File: src/common/dic_pkg.sv
// Constants, register map and steps of the DDR init controller
package dic_pkg;

    // Clock rate and power-up wait
    localparam int CLK_MHZ    = 100;
    localparam int T_PWRUP_US = 200;
    localparam int PWRUP_CYC  = T_PWRUP_US * CLK_MHZ;

    // DLL settle time in memory clock cycles
    localparam int           DLL_CYC_INT = 200;
    localparam logic [7:0]   DLL_CYC     = 8'(DLL_CYC_INT);

    // Memory clock half period in hclk cycles
    localparam logic [2:0]   CK_HALF = 3'h4;

    // Register byte offsets
    localparam logic [7:0]   REG_CTRL   = 8'h00;
    localparam logic [7:0]   REG_MODE   = 8'h04;
    localparam logic [7:0]   REG_TIMING = 8'h08;
    localparam logic [7:0]   REG_STATUS = 8'h0C;

    // Control bits
    localparam int CTRL_START = 0;
    localparam int CTRL_DRV   = 1;
    localparam int CTRL_JCLR  = 2;
    localparam int CTRL_DLLR  = 3;

    // Timing field positions
    localparam int TIM_RP  = 0;
    localparam int TIM_MRD = 8;
    localparam int TIM_RFC = 16;

    // Status bit positions
    localparam int ST_BUSY  = 0;
    localparam int ST_DONE  = 1;
    localparam int ST_DLLOK = 2;
    localparam int ST_STEP  = 4;

    // Reset values
    localparam logic [12:0]  MODE_RST = 13'h0062;
    localparam logic [7:0]   TRP_RST  = 8'h03;
    localparam logic [7:0]   TMRD_RST = 8'h02;
    localparam logic [7:0]   TRFC_RST = 8'h02;

    // Mode register bits on the address lines
    localparam int DLL_DISABLE_BIT    = 0;
    localparam int DRIVE_STRENGTH_BIT = 1;
    localparam int DLL_RESET_BIT      = 8;
    localparam int PRE_ALL_BIT        = 10;

    // Bank select for the two mode registers
    localparam logic [1:0]   BA_MR  = 2'h0;
    localparam logic [1:0]   BA_EMR = 2'h1;

    // Command codes as {ras_n, cas_n, we_n}
    localparam logic [2:0]   CMD_NOP = 3'h7;
    localparam logic [2:0]   CMD_PRE = 3'h2;
    localparam logic [2:0]   CMD_LMR = 3'h0;
    localparam logic [2:0]   CMD_REF = 3'h1;

    // Chip selects: both ranks, or none
    localparam logic [1:0]   CS_ALL = 2'h0;
    localparam logic [1:0]   CS_OFF = 2'h3;

    // Initialization steps
    typedef enum logic [3:0] {
        S_IDLE, S_POWER, S_NOP, S_PRE1, S_EMR, S_MR, S_PRE2,
        S_REF1, S_REF2, S_MRC, S_READY, S_DLLR
    } dic_step_t;

endpackage

File: src/common/dic_reg_if.sv
// Register fields between bus slave and sequencer
`timescale 1ns/1ns
interface dic_reg_if;
    logic        start;
    logic        drv_reduced;
    logic        jedec_clear;
    logic        dll_req;
    logic [12:0] mode_val;
    logic [7:0]  t_rp;
    logic [7:0]  t_mrd;
    logic [7:0]  t_rfc;
    logic        busy;
    logic        done;
    logic        dll_ok;
    logic [3:0]  step;

    modport regs (output start, drv_reduced, jedec_clear, dll_req, mode_val,
                  output t_rp, t_mrd, t_rfc, input busy, done, dll_ok, step);
    modport core (input start, drv_reduced, jedec_clear, dll_req, mode_val,
                  input t_rp, t_mrd, t_rfc, output busy, done, dll_ok, step);
endinterface

File: src/hdl/dic_ahb_regs.sv
// AHB-Lite register slave of the DDR init controller
`timescale 1ns/1ns
module dic_ahb_regs (
    // Clock and reset
    input  wire logic        hclk,
    input  wire logic        hresetn,
    // AHB-Lite slave
    input  wire logic        hsel,
    input  wire logic [31:0] haddr,
    input  wire logic [1:0]  htrans,
    input  wire logic        hwrite,
    input  wire logic [2:0]  hsize,
    input  wire logic [31:0] hwdata,
    input  wire logic        hready,
    output logic             hreadyout,
    output logic             hresp,
    output logic [31:0]      hrdata,
    // Fields to the sequencer
    dic_reg_if.regs          rif
);
    logic        wr_q;
    logic        rd_q;
    logic [7:0]  addr_q;
    logic [31:0] rdata_q;
    logic [3:0]  ctrl_q;
    logic [12:0] mode_q;
    logic [23:0] tim_q;
    logic        acc;

    // NONSEQ or SEQ starts a transfer; hsize is ignored, every access is taken as a word
    assign acc = hsel && hready && htrans[1];

    // Address phase capture
    always_ff @(posedge hclk or negedge hresetn)
    begin
        if (!hresetn)
        begin
            wr_q   <= 1'b0;
            rd_q   <= 1'b0;
            addr_q <= 8'h00;
        end
        else
        begin
            wr_q <= acc && hwrite;
            rd_q <= acc && !hwrite;
            if (acc)
                addr_q <= haddr[7:0];
        end
    end

    // Writes land in the data phase; pulses self-clear
    always_ff @(posedge hclk or negedge hresetn)
    begin
        if (!hresetn)
        begin
            ctrl_q <= 4'h0;
            mode_q <= dic_pkg::MODE_RST;
            tim_q  <= {dic_pkg::TRFC_RST, dic_pkg::TMRD_RST, dic_pkg::TRP_RST};
        end
        else
        begin
            ctrl_q[dic_pkg::CTRL_START] <= 1'b0;
            ctrl_q[dic_pkg::CTRL_DLLR]  <= 1'b0;
            if (wr_q && addr_q == dic_pkg::REG_CTRL)
                ctrl_q <= hwdata[3:0];
            if (wr_q && addr_q == dic_pkg::REG_MODE)
                mode_q <= hwdata[12:0];
            if (wr_q && addr_q == dic_pkg::REG_TIMING)
                tim_q <= hwdata[23:0];
        end
    end

    // One read wait state, so a write just before is seen
    always_ff @(posedge hclk or negedge hresetn)
    begin
        if (!hresetn)
            rdata_q <= 32'h0000_0000;
        else if (rd_q)
        begin
            case (addr_q)
                dic_pkg::REG_CTRL:   rdata_q <= {28'h000_0000, ctrl_q};
                dic_pkg::REG_MODE:   rdata_q <= {19'h0_0000, mode_q};
                dic_pkg::REG_TIMING: rdata_q <= {8'h00, tim_q};
                dic_pkg::REG_STATUS: rdata_q <= {24'h00_0000, rif.step,
                                                 1'b0, rif.dll_ok, rif.done, rif.busy};
                default:             rdata_q <= 32'h0000_0000;
            endcase
        end
    end

    assign hreadyout = !rd_q;
    assign hresp     = 1'b0;
    assign hrdata    = rdata_q;

    // Fields out to the sequencer
    assign rif.start       = ctrl_q[dic_pkg::CTRL_START];
    assign rif.drv_reduced = ctrl_q[dic_pkg::CTRL_DRV];
    assign rif.jedec_clear = ctrl_q[dic_pkg::CTRL_JCLR];
    assign rif.dll_req     = ctrl_q[dic_pkg::CTRL_DLLR];
    assign rif.mode_val    = mode_q;
    assign rif.t_rp        = tim_q[dic_pkg::TIM_RP +: 8];
    assign rif.t_mrd       = tim_q[dic_pkg::TIM_MRD +: 8];
    assign rif.t_rfc       = tim_q[dic_pkg::TIM_RFC +: 8];
endmodule

File: src/hdl/dic_init_ctrl.sv
// DDR power-up init controller, top level
//
// How it works
// - keep clock enable low after power-up
// - wait 200 us with clock enable low
// - raise clock enable, then one NOP first
// - precharge all, wait tRP, done twice
// - extended mode: DLL on, drive bit, rest zero
// - wait tMRD with NOPs after each mode load
// - then mode load with DLL reset set
// - 200 cycles from DLL reset to READ
// - two auto refreshes, each tRFC of NOPs
// - optional mode load clearing DLL reset bit
// - clock enable high throughout every refresh
// - frequency change: reset DLL, wait 200 cycles
`timescale 1ns/1ns
module dic_init_ctrl #(
    parameter int PWRUP_CYC = dic_pkg::PWRUP_CYC
) (
    // Clock and reset
    input  wire logic        hclk,
    input  wire logic        hresetn,
    // AHB-Lite slave
    input  wire logic        hsel,
    input  wire logic [31:0] haddr,
    input  wire logic [1:0]  htrans,
    input  wire logic        hwrite,
    input  wire logic [2:0]  hsize,
    input  wire logic [31:0] hwdata,
    input  wire logic        hready,
    output logic             hreadyout,
    output logic             hresp,
    output logic [31:0]      hrdata,
    // Memory clock
    output logic             ddr_ck,
    output logic             ddr_ck_n,
    // Memory command pins
    output logic             ddr_cke,
    output logic [1:0]       ddr_cs_n,
    output logic             ddr_ras_n,
    output logic             ddr_cas_n,
    output logic             ddr_we_n,
    output logic [1:0]       ddr_ba,
    output logic [12:0]      ddr_addr,
    // Normal traffic may start
    output logic             init_done
);
    dic_reg_if rif ();

    dic_pkg::dic_step_t step_q;
    logic [2:0]  div_q;
    logic        ck_q;
    logic        fall_tick;
    logic        div_end;
    logic [31:0] pwr_q;
    logic        pwr_end;
    logic [7:0]  wait_q;
    logic [7:0]  dll_q;
    logic        dll_kick;
    logic        cke_q;
    logic [1:0]  cs_q;
    logic [2:0]  cmd_q;
    logic [1:0]  ba_q;
    logic [12:0] addr_q;
    logic        dll_pend_q;

    // Register slave
    dic_ahb_regs u_regs (
        .hclk      (hclk),
        .hresetn   (hresetn),
        .hsel      (hsel),
        .haddr     (haddr),
        .htrans    (htrans),
        .hwrite    (hwrite),
        .hsize     (hsize),
        .hwdata    (hwdata),
        .hready    (hready),
        .hreadyout (hreadyout),
        .hresp     (hresp),
        .hrdata    (hrdata),
        .rif       (rif.regs)
    );

    // Wait after a command: field less one, floored at zero
    function automatic logic [7:0] gap(input logic [7:0] t);
        gap = (t == 8'h00) ? 8'h00 : t - 8'h01;
    endfunction

    // Mode word with DLL reset bit forced
    function automatic logic [12:0] mode_word(input logic [12:0] m, input logic rst);
        logic [12:0] w;
        w = m;
        w[dic_pkg::DLL_RESET_BIT] = rst;
        mode_word = w;
    endfunction

    // Memory clock divider, free running from reset so it is stable
    // long before the power-up wait ends
    assign div_end   = (div_q == dic_pkg::CK_HALF - 3'h1);
    assign fall_tick = div_end && ck_q;

    always_ff @(posedge hclk or negedge hresetn)
    begin
        if (!hresetn)
        begin
            div_q <= 3'h0;
            ck_q  <= 1'b0;
        end
        else if (div_end)
        begin
            div_q <= 3'h0;
            ck_q  <= !ck_q;
        end
        else
        begin
            div_q <= div_q + 3'h1;
        end
    end

    // Power-up wait counted in hclk cycles
    assign pwr_end = (pwr_q >= 32'(PWRUP_CYC));

    always_ff @(posedge hclk or negedge hresetn)
    begin
        if (!hresetn)
            pwr_q <= 32'h0000_0000;
        else if (step_q != dic_pkg::S_POWER)
            pwr_q <= 32'h0000_0000;
        else if (!pwr_end)
            pwr_q <= pwr_q + 32'h0000_0001;
    end

    // DLL settle counter, one count per memory clock,
    // restarted by each DLL-reset load
    always_ff @(posedge hclk or negedge hresetn)
    begin
        if (!hresetn)
            dll_q <= 8'h00;
        else if (fall_tick && dll_kick)
            dll_q <= 8'h00;
        else if (fall_tick && dll_q != dic_pkg::DLL_CYC)
            dll_q <= dll_q + 8'h01;
    end

    assign dll_kick = (wait_q == 8'h00)
                   && (step_q == dic_pkg::S_MR || step_q == dic_pkg::S_DLLR);

    // Sequencer: pins change at the memory clock fall so
    // they are settled at the rise that takes them
    always_ff @(posedge hclk or negedge hresetn)
    begin
        if (!hresetn)
        begin
            step_q <= dic_pkg::S_IDLE;
            wait_q <= 8'h00;
            cke_q  <= 1'b0;
            cs_q   <= dic_pkg::CS_OFF;
            cmd_q  <= dic_pkg::CMD_NOP;
            ba_q   <= 2'h0;
            addr_q <= 13'h0000;
        end
        else if (step_q == dic_pkg::S_IDLE)
        begin
            // Wait for software start
            if (rif.start)
                step_q <= dic_pkg::S_POWER;
        end
        else if (step_q == dic_pkg::S_POWER)
        begin
            // Clock enable low throughout
            if (pwr_end)
                step_q <= dic_pkg::S_NOP;
        end
        else if (fall_tick)
        begin
            // NOP to both ranks by default
            cs_q  <= dic_pkg::CS_ALL;
            cmd_q <= dic_pkg::CMD_NOP;
            if (wait_q != 8'h00)
            begin
                wait_q <= wait_q - 8'h01;
            end
            else
            begin
                case (step_q)
                    dic_pkg::S_NOP:
                    begin
                        // Clock enable rises with a NOP and stays
                        // high, covering every refresh
                        cke_q  <= 1'b1;
                        step_q <= dic_pkg::S_PRE1;
                    end
                    dic_pkg::S_PRE1:
                    begin
                        cmd_q  <= dic_pkg::CMD_PRE;
                        addr_q <= 13'h0000;
                        addr_q[dic_pkg::PRE_ALL_BIT] <= 1'b1;
                        wait_q <= gap(rif.t_rp);
                        step_q <= dic_pkg::S_EMR;
                    end
                    dic_pkg::S_EMR:
                    begin
                        // DLL on, drive strength from control
                        cmd_q  <= dic_pkg::CMD_LMR;
                        ba_q   <= dic_pkg::BA_EMR;
                        addr_q <= 13'h0000;
                        addr_q[dic_pkg::DLL_DISABLE_BIT]    <= 1'b0;
                        addr_q[dic_pkg::DRIVE_STRENGTH_BIT] <= rif.drv_reduced;
                        wait_q <= gap(rif.t_mrd);
                        step_q <= dic_pkg::S_MR;
                    end
                    dic_pkg::S_MR:
                    begin
                        cmd_q  <= dic_pkg::CMD_LMR;
                        ba_q   <= dic_pkg::BA_MR;
                        addr_q <= mode_word(rif.mode_val, 1'b1);
                        wait_q <= gap(rif.t_mrd);
                        step_q <= dic_pkg::S_PRE2;
                    end
                    dic_pkg::S_PRE2:
                    begin
                        cmd_q  <= dic_pkg::CMD_PRE;
                        addr_q <= 13'h0000;
                        addr_q[dic_pkg::PRE_ALL_BIT] <= 1'b1;
                        wait_q <= gap(rif.t_rp);
                        step_q <= dic_pkg::S_REF1;
                    end
                    dic_pkg::S_REF1:
                    begin
                        cmd_q  <= dic_pkg::CMD_REF;
                        wait_q <= gap(rif.t_rfc);
                        step_q <= dic_pkg::S_REF2;
                    end
                    dic_pkg::S_REF2:
                    begin
                        cmd_q  <= dic_pkg::CMD_REF;
                        wait_q <= gap(rif.t_rfc);
                        step_q <= rif.jedec_clear ? dic_pkg::S_MRC : dic_pkg::S_READY;
                    end
                    dic_pkg::S_MRC:
                    begin
                        // Same parameters, DLL reset cleared
                        cmd_q  <= dic_pkg::CMD_LMR;
                        ba_q   <= dic_pkg::BA_MR;
                        addr_q <= mode_word(rif.mode_val, 1'b0);
                        wait_q <= gap(rif.t_mrd);
                        step_q <= dic_pkg::S_READY;
                    end
                    dic_pkg::S_READY:
                    begin
                        // Only a clock change request leaves; banks
                        // stay idle as no traffic is issued here
                        if (dll_pend_q || rif.dll_req)
                            step_q <= dic_pkg::S_DLLR;
                    end
                    dic_pkg::S_DLLR:
                    begin
                        cmd_q  <= dic_pkg::CMD_LMR;
                        ba_q   <= dic_pkg::BA_MR;
                        addr_q <= mode_word(rif.mode_val, 1'b1);
                        wait_q <= gap(rif.t_mrd);
                        step_q <= dic_pkg::S_READY;
                    end
                    default:
                    begin
                        step_q <= dic_pkg::S_IDLE;
                    end
                endcase
            end
        end
    end

    // Holds a request arriving between clock ticks;
    // a one-cycle pulse would otherwise be lost
    always_ff @(posedge hclk or negedge hresetn)
    begin
        if (!hresetn)
            dll_pend_q <= 1'b0;
        else if (rif.dll_req)
            dll_pend_q <= 1'b1;
        else if (step_q == dic_pkg::S_DLLR)
            dll_pend_q <= 1'b0;
    end

    // Ready after the last wait and the DLL settle
    // time; reads must not come earlier
    always_ff @(posedge hclk or negedge hresetn)
    begin
        if (!hresetn)
            init_done <= 1'b0;
        else
            init_done <= (step_q == dic_pkg::S_READY) && (wait_q == 8'h00)
                      && (dll_q == dic_pkg::DLL_CYC) && !dll_pend_q
                      && !rif.dll_req;
    end

    // Status to the slave
    assign rif.busy   = (step_q != dic_pkg::S_IDLE) && !init_done;
    assign rif.done   = init_done;
    assign rif.dll_ok = (dll_q == dic_pkg::DLL_CYC);
    assign rif.step   = step_q;

    // Pins straight from flip-flops, ddr_ck_n through an inverter
    assign ddr_ck    = ck_q;
    assign ddr_ck_n  = !ck_q;
    assign ddr_cke   = cke_q;
    assign ddr_cs_n  = cs_q;
    assign ddr_ras_n = cmd_q[2];
    assign ddr_cas_n = cmd_q[1];
    assign ddr_we_n  = cmd_q[0];
    assign ddr_ba    = ba_q;
    assign ddr_addr  = addr_q;
endmodule

File: config.mk
export PLATFORM = sky130hd
export DESIGN_NAME = dic_init_ctrl
export DESIGN_NICKNAME = d
export VERILOG_FILES = /design/src/common/dic_pkg.sv /design/src/common/dic_reg_if.sv /design/src/hdl/dic_ahb_regs.sv /design/src/hdl/dic_init_ctrl.sv
export SDC_FILE = /design/constraint.sdc
export NUM_CORES = 1
export LEC_CHECK = 0
export BUFFER_PORTS_ARGS = -buffer_cell sky130_fd_sc_hd__clkbuf_2
export CORE_ASPECT_RATIO = 0.7
export CORE_UTILIZATION = 50
export CTS_CLUSTER_DIAMETER = 120
export CTS_CLUSTER_SIZE = 12
export DETAILED_ROUTE_END_ITERATION = 8
export GPL_TIMING_DRIVEN = 1
export HOLD_SLACK_MARGIN = 0.03
export PLACE_DENSITY_LB_ADDON = 0.15
export SLEW_MARGIN = 5
export SYNTH_ARGS = -nofsm -noshare
export SYNTH_HDL_FRONTEND = slang
export SYNTH_SLANG_ARGS = --single-unit
File: constraint.sdc
create_clock -name hclk -period 2.7 [get_ports hclk]
set_input_delay 0.405 -clock hclk [delete_from_list [all_inputs] [get_ports hclk]]
set_output_delay 0.405 -clock hclk [all_outputs]
set_load 0.1 [all_outputs]
==> results.yml <==
worst_setup_path:
  worstPathMaxFanout: 18
  crit_required_ps: 2990
  worstPathArrival_ps: 2730
  path_class: "register to register"
  start_kind: "register"
  worstSetupEndpointType: "register"
synthesis:
  syn_area_per_cell_um2: 10.58
  synth_area_um2: 7407
  netlist_instances: 700
  yosysSeqAreaShare_pct: 51.54
  synth_cell_type_count: 62
  synthArstFlopShare_pct: 100.0
  synth_warnings: 0
  synth-seq-cells: 152
  synth-edff-count: 0
  ys.flop_type: "dfrtp_1"
grt:
  grt_usage_pct: 23.81
  grt_pass1_vias: 5473
  grt_max_degree: 58
  overflow: 0
  grt_first_pass_wirelength_um: 28740
  antenna_found_initial: 0
sta:
  finalCriticalPeriod_ps: 2443
  fmax_ghz: 0.4094
  slew_violations: 0
  tightest_slew_ps: 797.0
  post-route-period-util_pct: 90.47
  relSlewSlack_pct: 46.30
  finClkSkew_ps: 15.13
  finalHoldViolCount: 0
  rsz0062_at_grt: "no"
  tns_ps: 0
  whs_ps: 159.2
  setup_viol: 0
finish:
  drive_gt1_share_pct: 27.54
  nNetsFinal: 876
  fillers: 1153
  n_antenna_cell: 0
  final_cells: 996
  areaGrowthSynthToFinish_pct: 17.48
detailed_routing:
  route.detailed.drc: 0
  wl_um: 17110
  detail_route.wl_per_cell_um: 17.18
  vias: 5732
  ant_nets: 0
  first_iter_violations: 419
  via_per_inst: 5.755
  firstDrtPassIters: 5
status:
  outcome: "complete, no violations"
cts:
  cts_setup_buffers: 0
  h-tree-depth: 4
  path_clk_slew_ps: 70
  clkSinkCount: 152
  tritoncts: "done"
  cts_root_buffer: "clkbuf_16"
  max-clock-path-buffers: 2
  cts_buffers: 17
  clk_latency_ps: 420
floorplanning:
  fp.dieH_um: 103.8
  core_area_um2: 14190
  die_x_um: 147.5
  dieArea_um2: 15310
  initial_utilization_pct: 52.20
  fp-row-count: 36
  io_pins: 132
power_and_ir_drop:
  power_leakage_nw: 3.958
  powerDensity_nw_per_um2: 798.8
  ir_drop_uv: 682.0
placed_design:
  routabilityCongestion: 0.8422
  dp.cells: 963
  hpwl_um: 12220
  numPortBuffers: 85
min_path:
  min_path_type: "input port to register"
flow_run:
  maxCapViolations: 0
## cells in the mapped netlist, types with 6 or more instances
cell       instances  area share (%)
a21oi_1           25             1.7
a22o_1            16             1.9
and2_1            22             1.9
and3_1             8            0.68
buf_4             11             1.1
clkbuf_1          29             1.5
dfrtp_1          141              48
dfstp_2           11             3.9
ha_1               9             1.5
inv_1             31             1.6
mux2_2            55             8.4
mux2i_1            6            0.81
nand2_1           53             2.7
nand2b_1           6            0.51
nand3_1           22             1.5
nand4_1           10            0.84
nor2_1            42             2.1
nor2b_1            9            0.76
nor3_1            18             1.2
nor3b_1            8            0.81
nor4_1             9            0.76
o21ai_0           40             2.7
o22ai_1            6            0.51
o2bb2ai_1          9             1.1
o31ai_1            8            0.81
or2_2              7            0.59
or4_1              8            0.81
xnor2_1           16             1.9
xor2_1             6            0.71
## worst paths after layout
| kind | startpoint | end | slack [ps] | cells after the start |
|---|---|---|---|---|
| max in group asynchronous | hresetn | u_regs.tim_q[1]$_DFFE_PN1P_ | 1430 | 3 |
| hold reg to reg | div_q[0]$_DFF_PN0_ | div_q[0]$_DFF_PN0_ | 450 | 1 |
| setup / recovery | rif.step[1]$_DFFE_PN0P_ | rif.step[0]$_DFFE_PN0P_ | 260 | 5 |
| setup reg to reg | rif.step[1]$_DFFE_PN0P_ | rif.step[0]$_DFFE_PN0P_ | 260 | 5 |
| min in group asynchronous | hresetn | pwr_q[13]$_DFFE_PN0P_ | 520 | 2 |
| hold / removal | hwrite | u_regs.rd_q$_DFF_PN0_ | 160 | 2 |
## where the power goes
group | total [W] | internal [W] | switching [W] | leakage, nW
Clock | 0.00236 | 0.00139 | 0.000975 | 0.285
Combinational | 0.00177 | 0.000588 | 0.00119 | 1.71
Sequential | 0.00282 | 0.00251 | 0.000308 | 1.96
## cell usage in the layout (no fill, tap or decap), types with 9 or more instances in the layout
cell type	count
ha_1	9
o21ai_0	40
inv_1	31
nor2b_1	9
nand4_1	10
buf_4	19
o2bb2ai_1	9
nor4_1	9
conb_1	10
a21oi_1	25
nand3_1	22
dfstp_2	11
clkbuf_16	17
clkbuf_2	84
nor2_1	42
dfrtp_1	141
nor3_1	17
a22o_1	16
and2_1	22
nand2_1	53
mux2_2	55
xnor2_1	16
## per-layer routing
metal / routed length [um] / GRT usage (%)
met5: 0 / 1.000
met2: 7443 / 34.06
met1: 8471 / 36.72
met3: 1041 / 4.978
met4: 153 / 5.376
## sequential cells by signal (all words and copies together), names as in the netlist, 4 cells and up
register / flops
u_regs.addr_q: 8
u_regs.hrdata: 24
u_regs.tim_q: 24
dll_q: 8
wait_q: 8
u_regs.ctrl_q: 4
pwr_q: 32
u_regs.rif.mode_val: 13
ddr_addr: 13
rif.step: 4
## critical path, cell delays in order (launching register included)
cell and delay, ps:
dfrtp_1 740, nor2b_1 530, nand3_1 230, a31oi_1 540, or3_1 190, o21ai_0 80
## cells by family after synthesis
family	share of synthesized area, %
flops	51.54
buf+inv	4.257
xor+xnor	2.601
mux	10.08
compound gates	12.87
simple gates	17.08
fa+ha+maj	1.520
other cells	0.05063
## through the flow
step | cell area (um2) | util [%] | setup WS [ps] | power [W]
6_report | 8702 | 61.33 | 257.3 | 0.006952
2_1_floorplan | 7441 | - | 430.3 | 0.004100
3_5_place_dp | 8099 | 57.08 | 281.6 | 0.004603
3_3_place_gp | 8099 | 57.08 | 337.3 | 0.004545
4_1_cts | 8702 | 61.33 | 261.2 | 0.006966
5_1_grt | 8702 | 61.33 | 78.81 | 0.007277
## what timing repair did
item                                   CTS  global route
endpoints found under the hold margin   54             0
gates resized for setup                  0             0
hold buffers                             1             0
setup endpoints to repair                0             0
## cell type report
cell class,instances,area (um2),share of cell area [%]
clock buffers,22,484.2,5.564
clock inverters,10,108.9,1.251
inverters,31,116.4,1.337
multi-input cells,484,3313,38.07
flip-flops and latches,152,3817,43.87
well taps,190,237.7,2.732
repair buffers,107,624.3,7.175
Power figures use the tool's default switching activity.
